--- config.mk ---
export PLATFORM = sky130hd
export DESIGN_NAME = cfg_msg_endpoint
export DESIGN_NICKNAME = d
export VERILOG_FILES = /design/src/design/cfg_msg_endpoint.v /design/src/design/cfg_regfile.v
export VERILOG_INCLUDE_DIRS = /design/src /design/src/design
export SDC_FILE = /design/constraint.sdc
export NUM_CORES = 1
export LEC_CHECK = 0
export BUFFER_PORTS_ARGS = -buffer_cell sky130_fd_sc_hd__buf_2
export CAP_MARGIN = 20
export CORE_ASPECT_RATIO = 0.6
export CORE_MARGIN = 2
export CORE_UTILIZATION = 40
export DETAILED_ROUTE_END_ITERATION = 12
export PLACE_DENSITY = 0.66
export SLEW_MARGIN = 20
export SYNTH_ARGS = -nofsm -noshare
export SYNTH_HDL_FRONTEND = slang
export SYNTH_HIERARCHICAL = 1
export SYNTH_SLANG_ARGS = --single-unit
export TNS_END_PERCENT = 20
--- constraint.sdc ---
create_clock -name i_clk -period 4.84 [get_ports i_clk]
set_input_delay 0.726 -clock i_clk [delete_from_list [all_inputs] [get_ports i_clk]]
set_output_delay 0.726 -clock i_clk [all_outputs]
set_load 0.03 [all_outputs]
--- src/design/cfg_access_defines.vh ---
`ifndef CFG_ACCESS_DEFINES_VH
`define CFG_ACCESS_DEFINES_VH

// ----------------------------------------------------------------
// token codes
// ----------------------------------------------------------------
`define TOK_WRITE      8'hC0
`define TOK_READ       8'hC1
`define TOK_END        8'h01
`define TOK_ACK        8'h03
`define TOK_NACK       8'h04

// ----------------------------------------------------------------
// field layout
// ----------------------------------------------------------------
`define REPLY_BYTES    2'h2
`define REGNUM_BYTES   2'h1
`define DATA_BYTES     2'h3
`define NOREPLY_LOW    8'hFF
`define PS_RES_TAG     8'h0C
`define PS_REG_LSB     8
`define PS_REG_MSB     23

// ----------------------------------------------------------------
// register file
// ----------------------------------------------------------------
`define NREG           16'h0008
`define REG_AW         3
`define REG_RESET      32'h00000000

// ----------------------------------------------------------------
// reply sequence positions
// ----------------------------------------------------------------
`define TX_LAST_LONG   3'h5
`define TX_LAST_SHORT  3'h1

`endif

--- src/design/cfg_msg_endpoint.v ---
`timescale 1ns/1ps
`include "cfg_access_defines.vh"


module cfg_msg_endpoint (
   input  wire        i_clk,      // system clock, 200 MHz
   input  wire        i_rst,      // sync reset, active high
   input  wire        i_rx_valid, // incoming token valid
   input  wire        i_rx_ctrl,  // incoming token is a control token
   input  wire [7:0]  i_rx_data,  // incoming token value
   output wire        o_rx_ready, // endpoint takes a token
   output wire        o_tx_valid, // outgoing token valid
   output wire        o_tx_ctrl,  // outgoing token is a control token
   output wire [7:0]  o_tx_data,  // outgoing token value
   output wire        o_tx_last,  // last token of the reply
   output wire [23:0] o_tx_dest,  // reply channel-end destination
   input  wire        i_tx_ready, // interconnect takes a token
   input  wire        i_ps_valid, // status access request
   input  wire        i_ps_write, // 1 write, 0 read
   input  wire [31:0] i_ps_resid, // resource identifier
   input  wire [31:0] i_ps_wdata, // status write word
   output wire        o_ps_ready, // status access taken
   output wire        o_ps_ack,   // status access done, pulse
   output wire        o_ps_err,   // status access refused
   output wire [31:0] o_ps_rdata  // status read word
);
   // ----------------------------------------------------------------
   // states
   // ----------------------------------------------------------------
   localparam [6:0] ST_IDLE = 7'h01;
   localparam [6:0] ST_HDR  = 7'h02;
   localparam [6:0] ST_REGN = 7'h04;
   localparam [6:0] ST_DATA = 7'h08;
   localparam [6:0] ST_EOM  = 7'h10;
   localparam [6:0] ST_SKIP = 7'h20;
   localparam [6:0] ST_RESP = 7'h40;

   reg  [6:0]  state_q,   state_d;
   reg  [1:0]  cnt_q,     cnt_d;
   reg  [23:0] reply_q,   reply_d;
   reg  [15:0] regnum_q,  regnum_d;
   reg  [31:0] wdata_q,   wdata_d;
   reg         is_wr_q,   is_wr_d;
   reg         hdr_ok_q,  hdr_ok_d;
   reg         ok_q,      ok_d;
   reg         rd_ok_q,   rd_ok_d;
   reg  [31:0] rdata_q,   rdata_d;
   reg         commit;
   reg  [2:0]  tx_idx_q;
   reg         tx_valid_q;
   reg         tx_ctrl_q;
   reg  [7:0]  tx_data_q;
   reg         tx_last_q;
   reg         ps_ack_q;
   reg         ps_err_q;
   reg  [31:0] ps_rdata_q;
   reg         tok_ctrl;
   reg  [7:0]  tok_data;
   wire        tok_last;
   wire        rx_fire;
   wire        tx_fire;
   wire        is_end;
   wire        reg_ok;
   wire        noreply;
   wire [31:0] rd_a;
   wire [31:0] rd_b;
   wire [15:0] ps_reg;
   wire        ps_ok;
   wire        ps_fire;

   assign o_rx_ready = (state_q != ST_RESP);
   assign rx_fire    = i_rx_valid & o_rx_ready;
   assign tx_fire    = tx_valid_q & i_tx_ready;
   assign is_end     = i_rx_ctrl & (i_rx_data == `TOK_END);
   assign reg_ok     = (regnum_q < `NREG);
   assign noreply    = is_wr_q & (reply_q[7:0] == `NOREPLY_LOW);

   // ----------------------------------------------------------------
   // request parser
   // ----------------------------------------------------------------
   // anything broken before the reply id is complete has nowhere to
   // answer to, so it is dropped silently
   always @* begin
      state_d  = state_q;
      cnt_d    = cnt_q;
      reply_d  = reply_q;
      regnum_d = regnum_q;
      wdata_d  = wdata_q;
      is_wr_d  = is_wr_q;
      hdr_ok_d = hdr_ok_q;
      ok_d     = ok_q;
      rd_ok_d  = rd_ok_q;
      rdata_d  = rdata_q;
      commit   = 1'b0;
      case (state_q)
         ST_IDLE: begin
            if (rx_fire) begin
               cnt_d    = 2'h0;
               hdr_ok_d = 1'b0;
               if (i_rx_ctrl && (i_rx_data == `TOK_WRITE)) begin
                  is_wr_d = 1'b1;
                  state_d = ST_HDR;
               end else if (i_rx_ctrl && (i_rx_data == `TOK_READ)) begin
                  is_wr_d = 1'b0;
                  state_d = ST_HDR;
               end else if (!is_end) begin
                  state_d = ST_SKIP;
               end
            end
         end
         ST_HDR: begin
            if (rx_fire) begin
               if (!i_rx_ctrl) begin
                  reply_d = {reply_q[15:0], i_rx_data};
                  cnt_d   = cnt_q + 2'h1;
                  if (cnt_q == `REPLY_BYTES) begin
                     cnt_d    = 2'h0;
                     hdr_ok_d = 1'b1;
                     state_d  = ST_REGN;
                  end
               end else begin
                  state_d = is_end ? ST_IDLE : ST_SKIP;
               end
            end
         end
         ST_REGN: begin
            if (rx_fire) begin
               if (!i_rx_ctrl) begin
                  regnum_d = {regnum_q[7:0], i_rx_data};
                  cnt_d    = cnt_q + 2'h1;
                  if (cnt_q == `REGNUM_BYTES) begin
                     cnt_d   = 2'h0;
                     state_d = is_wr_q ? ST_DATA : ST_EOM;
                  end
               end else begin
                  ok_d    = 1'b0;
                  rd_ok_d = 1'b0;
                  state_d = is_end ? (noreply ? ST_IDLE : ST_RESP) : ST_SKIP;
               end
            end
         end
         ST_DATA: begin
            if (rx_fire) begin
               if (!i_rx_ctrl) begin
                  wdata_d = {wdata_q[23:0], i_rx_data};
                  cnt_d   = cnt_q + 2'h1;
                  if (cnt_q == `DATA_BYTES) begin
                     cnt_d   = 2'h0;
                     state_d = ST_EOM;
                  end
               end else begin
                  ok_d    = 1'b0;
                  rd_ok_d = 1'b0;
                  state_d = is_end ? (noreply ? ST_IDLE : ST_RESP) : ST_SKIP;
               end
            end
         end
         ST_EOM: begin
            if (rx_fire) begin
               if (is_end) begin
                  ok_d    = reg_ok;
                  rd_ok_d = reg_ok & ~is_wr_q;
                  rdata_d = rd_a;
                  commit  = reg_ok & is_wr_q;
                  state_d = noreply ? ST_IDLE : ST_RESP;
               end else begin
                  state_d = ST_SKIP;
               end
            end
         end
         ST_SKIP: begin
            if (rx_fire && is_end) begin
               ok_d    = 1'b0;
               rd_ok_d = 1'b0;
               state_d = (hdr_ok_q && !noreply) ? ST_RESP : ST_IDLE;
            end
         end
         ST_RESP: begin
            if (tx_fire && tx_last_q) begin
               state_d = ST_IDLE;
            end
         end
         default: begin
            state_d = ST_IDLE;
         end
      endcase
   end

   // ----------------------------------------------------------------
   // reply token selection
   // ----------------------------------------------------------------
   assign tok_last = (tx_idx_q == (rd_ok_q ? `TX_LAST_LONG : `TX_LAST_SHORT));

   always @* begin
      tok_ctrl = 1'b1;
      tok_data = `TOK_END;
      if (tx_idx_q == 3'h0) begin
         tok_data = ok_q ? `TOK_ACK : `TOK_NACK;
      end else if (rd_ok_q && !tok_last) begin
         tok_ctrl = 1'b0;
         case (tx_idx_q)
            3'h1:    tok_data = rdata_q[31:24];
            3'h2:    tok_data = rdata_q[23:16];
            3'h3:    tok_data = rdata_q[15:8];
            default: tok_data = rdata_q[7:0];
         endcase
      end
   end

   // ----------------------------------------------------------------
   // processor status access
   // ----------------------------------------------------------------
   // a message commit owns the write port that cycle, so the
   // processor is stalled rather than silently losing its write
   assign ps_reg     = i_ps_resid[`PS_REG_MSB:`PS_REG_LSB];
   assign ps_ok      = (i_ps_resid[7:0] == `PS_RES_TAG) & (ps_reg < `NREG);
   assign o_ps_ready = ~commit;
   assign ps_fire    = i_ps_valid & o_ps_ready;

   cfg_regfile u_regs (
      .i_clk    (i_clk),
      .i_rst    (i_rst),
      .i_we_a   (commit),
      .i_addr_a (regnum_q[`REG_AW-1:0]),
      .i_wd_a   (wdata_q),
      .o_rd_a   (rd_a),
      .i_we_b   (ps_fire & i_ps_write & ps_ok),
      .i_addr_b (ps_reg[`REG_AW-1:0]),
      .i_wd_b   (i_ps_wdata),
      .o_rd_b   (rd_b)
   );

   // ----------------------------------------------------------------
   // registers
   // ----------------------------------------------------------------
   always @(posedge i_clk) begin
      if (i_rst) begin
         state_q    <= ST_IDLE;
         cnt_q      <= 2'h0;
         reply_q    <= 24'h000000;
         regnum_q   <= 16'h0000;
         wdata_q    <= 32'h00000000;
         is_wr_q    <= 1'b0;
         hdr_ok_q   <= 1'b0;
         ok_q       <= 1'b0;
         rd_ok_q    <= 1'b0;
         rdata_q    <= 32'h00000000;
         tx_idx_q   <= 3'h0;
         tx_valid_q <= 1'b0;
         tx_ctrl_q  <= 1'b0;
         tx_data_q  <= 8'h00;
         tx_last_q  <= 1'b0;
         ps_ack_q   <= 1'b0;
         ps_err_q   <= 1'b0;
         ps_rdata_q <= 32'h00000000;
      end else begin
         state_q  <= state_d;
         cnt_q    <= cnt_d;
         reply_q  <= reply_d;
         regnum_q <= regnum_d;
         wdata_q  <= wdata_d;
         is_wr_q  <= is_wr_d;
         hdr_ok_q <= hdr_ok_d;
         ok_q     <= ok_d;
         rd_ok_q  <= rd_ok_d;
         rdata_q  <= rdata_d;
         if (state_q != ST_RESP) begin
            tx_idx_q <= 3'h0;
         end else if (!tx_valid_q || (tx_fire && !tx_last_q)) begin
            tx_valid_q <= 1'b1;
            tx_ctrl_q  <= tok_ctrl;
            tx_data_q  <= tok_data;
            tx_last_q  <= tok_last;
            tx_idx_q   <= tx_idx_q + 3'h1;
         end else if (tx_fire) begin
            tx_valid_q <= 1'b0;
            tx_last_q  <= 1'b0;
         end
         ps_ack_q <= ps_fire;
         if (ps_fire) begin
            ps_err_q   <= ~ps_ok;
            ps_rdata_q <= (ps_ok && !i_ps_write) ? rd_b : 32'h00000000;
         end
      end
   end

   assign o_tx_valid = tx_valid_q;
   assign o_tx_ctrl  = tx_ctrl_q;
   assign o_tx_data  = tx_data_q;
   assign o_tx_last  = tx_last_q;
   assign o_tx_dest  = reply_q;
   assign o_ps_ack   = ps_ack_q;
   assign o_ps_err   = ps_err_q;
   assign o_ps_rdata = ps_rdata_q;
endmodule // cfg_msg_endpoint

--- src/design/cfg_regfile.v ---
`timescale 1ns/1ps
`include "cfg_access_defines.vh"

module cfg_regfile (
   input  wire        i_clk,    // system clock
   input  wire        i_rst,    // sync reset, active high
   input  wire        i_we_a,   // message-side write
   input  wire [2:0]  i_addr_a, // message-side address
   input  wire [31:0] i_wd_a,   // message-side write data
   output wire [31:0] o_rd_a,   // message-side read data
   input  wire        i_we_b,   // processor-side write
   input  wire [2:0]  i_addr_b, // processor-side address
   input  wire [31:0] i_wd_b,   // processor-side write data
   output wire [31:0] o_rd_b    // processor-side read data
);
   reg [31:0] mem_q [0:7];
   integer    i;

   // port a wins a same-cycle clash; the caller stalls port b anyway
   always @(posedge i_clk) begin
      if (i_rst) begin
         for (i = 0; i < 8; i = i + 1) begin
            mem_q[i] <= `REG_RESET;
         end
      end else if (i_we_a) begin
         mem_q[i_addr_a] <= i_wd_a;
      end else if (i_we_b) begin
         mem_q[i_addr_b] <= i_wd_b;
      end
   end

   assign o_rd_a = mem_q[i_addr_a];
   assign o_rd_b = mem_q[i_addr_b];
endmodule // cfg_regfile

==> flow_summary_export.csv <==
group,metric,value,unit
cts,cts_buffer_depth,3,
sta,slew_headroom,0.252,
cells_and_area,multi_input_area,10200,um2
synthesis,synth_common_cells,"308 x a21oi_1, 275 x nand2_1, 266 x nand3_1, 256 x edfxtp_1, 165 x dfxtp_1",
outcome,status,"finished, final reports clean",
synthesis,ys.flop_type,"edfxtp_1",
cells_and_area,nets,2174,
cts,htreeDepth,2,
sta,finalSetupTns,0,ns
run,drv_cap,0,
synthesis,async_flop_share,0,
global_routing,grt_pass1_wl,107000,um
drt,drt_iter0_markers,2474,
floorplan,dieArea,57000,um2
placed_design,place.port_buffers,141,
synthesis,synth_enable_flop_cells,256,
power_and_ir_drop,total_power,7.97,mW
cells_and_area,stdcell_area,24700,um2
global_routing,antenna_found_initial,4,
cells_and_area,nFillCells,5013,
cts,ctsHoldBuffers,0,
cts,cts_made_buffers,41,
worst_hold_path,hold_depth,2,
sta,finalHoldViolations,0,
floorplan,die_w,307,um
worst_setup_path,r2r_slack,0.91,ns
cells_and_area,area_growth,12.2,%
worst_setup_path,crit_fanout,23,
sta,tightest_slew,1.12,ns
synthesis,synth_top_cell_by_area,"edfxtp_1",
placed_design,hpwl,43300,um
cts,clkTransAtPathRegs,0.06,ns
global_routing,overflow,0,
worst_setup_path,worstPathArrival,4.17,ns
cts,cts_setup_buffers,0,
worst_setup_path,reg2reg_depth,11,
synthesis,synth_top_area_frac,0.349,
cts,ctsResizeCount,0,
floorplan,rows,66,
power_and_ir_drop,leakage,7.71,nW
worst_setup_path,required,5.08,ns
synthesis,synth_most_common_cell,"a21oi_1",
worst_setup_path,start_kind,"register",
drt,route.detailed.wl_per_inst,25.3,um
sta,rsz0062_at_grt,"no",
drt,wl,71700,um
sta,drv_slew,0,
sta,period_needed,3.93,ns
floorplan,core_area,54300,um2
worst_setup_path,r2r_start,"state_q[3]",
drt,via_count,17800,
sta,skew,0.0314,ns
placed_design,place_area,23400,um2
synthesis,synth_area,22000,um2
drt,first_pass_iters,6,
synthesis,yosys_register_bits,421,
sta,post-route-period-util,0.812,
worst_setup_path,cp-end-kind,"register",
cts,cts_sinks,421,
synthesis,synth_fp_nets,2123,
floorplan,die_y,186,um
sta,whs,0.452,ns
worst_setup_path,crit_type,"reg2reg",
worst_hold_path,hp-start,"o_tx_dest[16]",
power_and_ir_drop,pwr_density_cell,322,nW/um2
synthesis,synth_cells,2033,
global_routing,grt_max_degree,129,
cells_and_area,drive_gt1_frac,0.244,
sta,fmaxAchievable,255,MHz
synthesis,syn_avg_cell_area,10.8,um2
global_routing,grt_pass1_vias,17100,
floorplan,initial_core_util,0.406,
cts,insertion_delay,0.58,ns
worst_hold_path,hold_class,"reg2reg",
synthesis,ys_seq_area_frac,0.499,
drt,drtAntennaViolNets,0,
drt,drc_errors,0,
cells_and_area,seq_area,11000,um2
synthesis,ys_top_cells_by_area,"edfxtp_1 35%, dfxtp_1 15%, mux4_2 13%",
drt,routed_via_density,6.28,
cts,cts_tree,"built",
cts,cts-root-buf,"clkbuf_16",
synthesis,yosysWarnings,6,
synthesis,ys_types,75,
worst_setup_path,r2r_end,"u_regs/mem_q[0][1]",
floorplan,io_pins,150,
power_and_ir_drop,ir_drop,0.234,mV
placed_design,gp_congestion,0.886,
worst_hold_path,hold_end,"o_tx_dest[16]",
global_routing,track_usage,0.248,
sta,setup_viol,0,
-- stage by stage --
step / util / std cells / setup WS (ns)
3_3_place_gp: 0.430 / 2755 / 0.854
6_report: 0.455 / 2833 / 0.911
4_1_cts: 0.455 / 2831 / 0.943
3_5_place_dp: 0.430 / 2755 / 0.796
5_1_grt: 0.455 / 2833 / 0.756
2_1_floorplan: - / 2033 / 0.182
-- state kept, by name, summed over array words and instances, names as in the netlist, 2 cells and up --
name,flops
regnum_q,16
o_ps_rdata,32
cnt_q,2
u_regs/mem_q,256
o_tx_dest,24
state_q,7
tx_idx_q,3
rdata_q,32
o_tx_data,8
wdata_q,32
-- cells by family after synthesis --
logic type,Yosys count,synth area share
simple gates,723,0.149
flops,421,0.499
compound gates,402,0.102
mux,267,0.200
buf+inv,204,0.0413
fa+ha+maj,11,0.00625
xor+xnor,5,0.00199
-- worst max-delay path, cell delays in order, from the launching register on --
cell and delay, ns:
dfxtp_1 0.42, or4_1 0.67, o211ai_1 0.23, buf_4 0.17, nor4_1 0.07, buf_4 0.16
a21oi_4 0.11, and3_1 0.29, or3b_4 0.48, mux2i_1 0.23, o21bai_4 0.47, buf_12 0.32
-- power breakdown --
| group | internal (mW) | leakage (nW) | switching [mW] |
|---|---|---|---|
| logic | 0.302 | 3.20 | 0.448 |
| clock network | 1.81 | 0.663 | 1.44 |
| registers | 3.90 | 3.84 | 0.0677 |
| total | 6.01 | 7.71 | 1.95 |
-- worst max-delay path by stage --
stage / start / end / slack [ns] / cells after the start
final: state_q[3] / u_regs/mem_q[0][1] / 0.91 / 11
after detailed placement: i_rx_data[4] / u_regs/mem_q[7][17] / 0.80 / 11
after floorplan: state_q[2] / u_regs/mem_q[0][0] / 0.18 / 12
after global placement: i_rx_data[2] / u_regs/mem_q[6][15] / 0.85 / 11
after CTS: state_q[3] / u_regs/mem_q[0][1] / 0.94 / 11
after global routing: state_q[3] / u_regs/mem_q[0][0] / 0.76 / 11
-- placed cells by master, fill, tap and decap left out, types with 4 or more instances in the layout --
cell type and instances:
inv_1 18, clkbuf_8 7, a22o_1 5, clkbuf_1 12, a221o_1 6, mux2_2 97
nand3_1 266, nand2_1 275, nor4_1 10, a21oi_1 308, o21ai_0 22, buf_12 6
clkinv_2 8, dfxtp_1 162, a22oi_1 6, clkbuf_16 45, mux2i_1 39, nor2b_1 11
nor2_1 94, buf_4 48, edfxtp_1 256, o211ai_1 5, nand4_1 7, buf_2 138
nor2b_2 4, and3_1 4, ha_1 11, nor3_1 16, mux4_2 128, or3_1 5
nand2b_1 4, nor3b_1 5, a21o_1 12
-- area by class of cell --
class,instances,area share
Sequential cell,421,0.445
Multi-Input combinational cell,1408,0.414
Clock buffer,65,0.0515
Timing Repair Buffer,193,0.0478
Tap cell,714,0.0361
Inverter,19,0.00289
Clock inverter,11,0.00263
Antenna cell,2,0.000202
-- metal layers --
layer  vias up  GRT usage  share of wire
met1      8699      0.359           0.40
met3       154     0.0691           0.14
li1       7713          -              -
met4         2     0.0691          0.026
met2      1212      0.363           0.43
met5         -          0       0.000098
(Power assumes the default switching activity.)
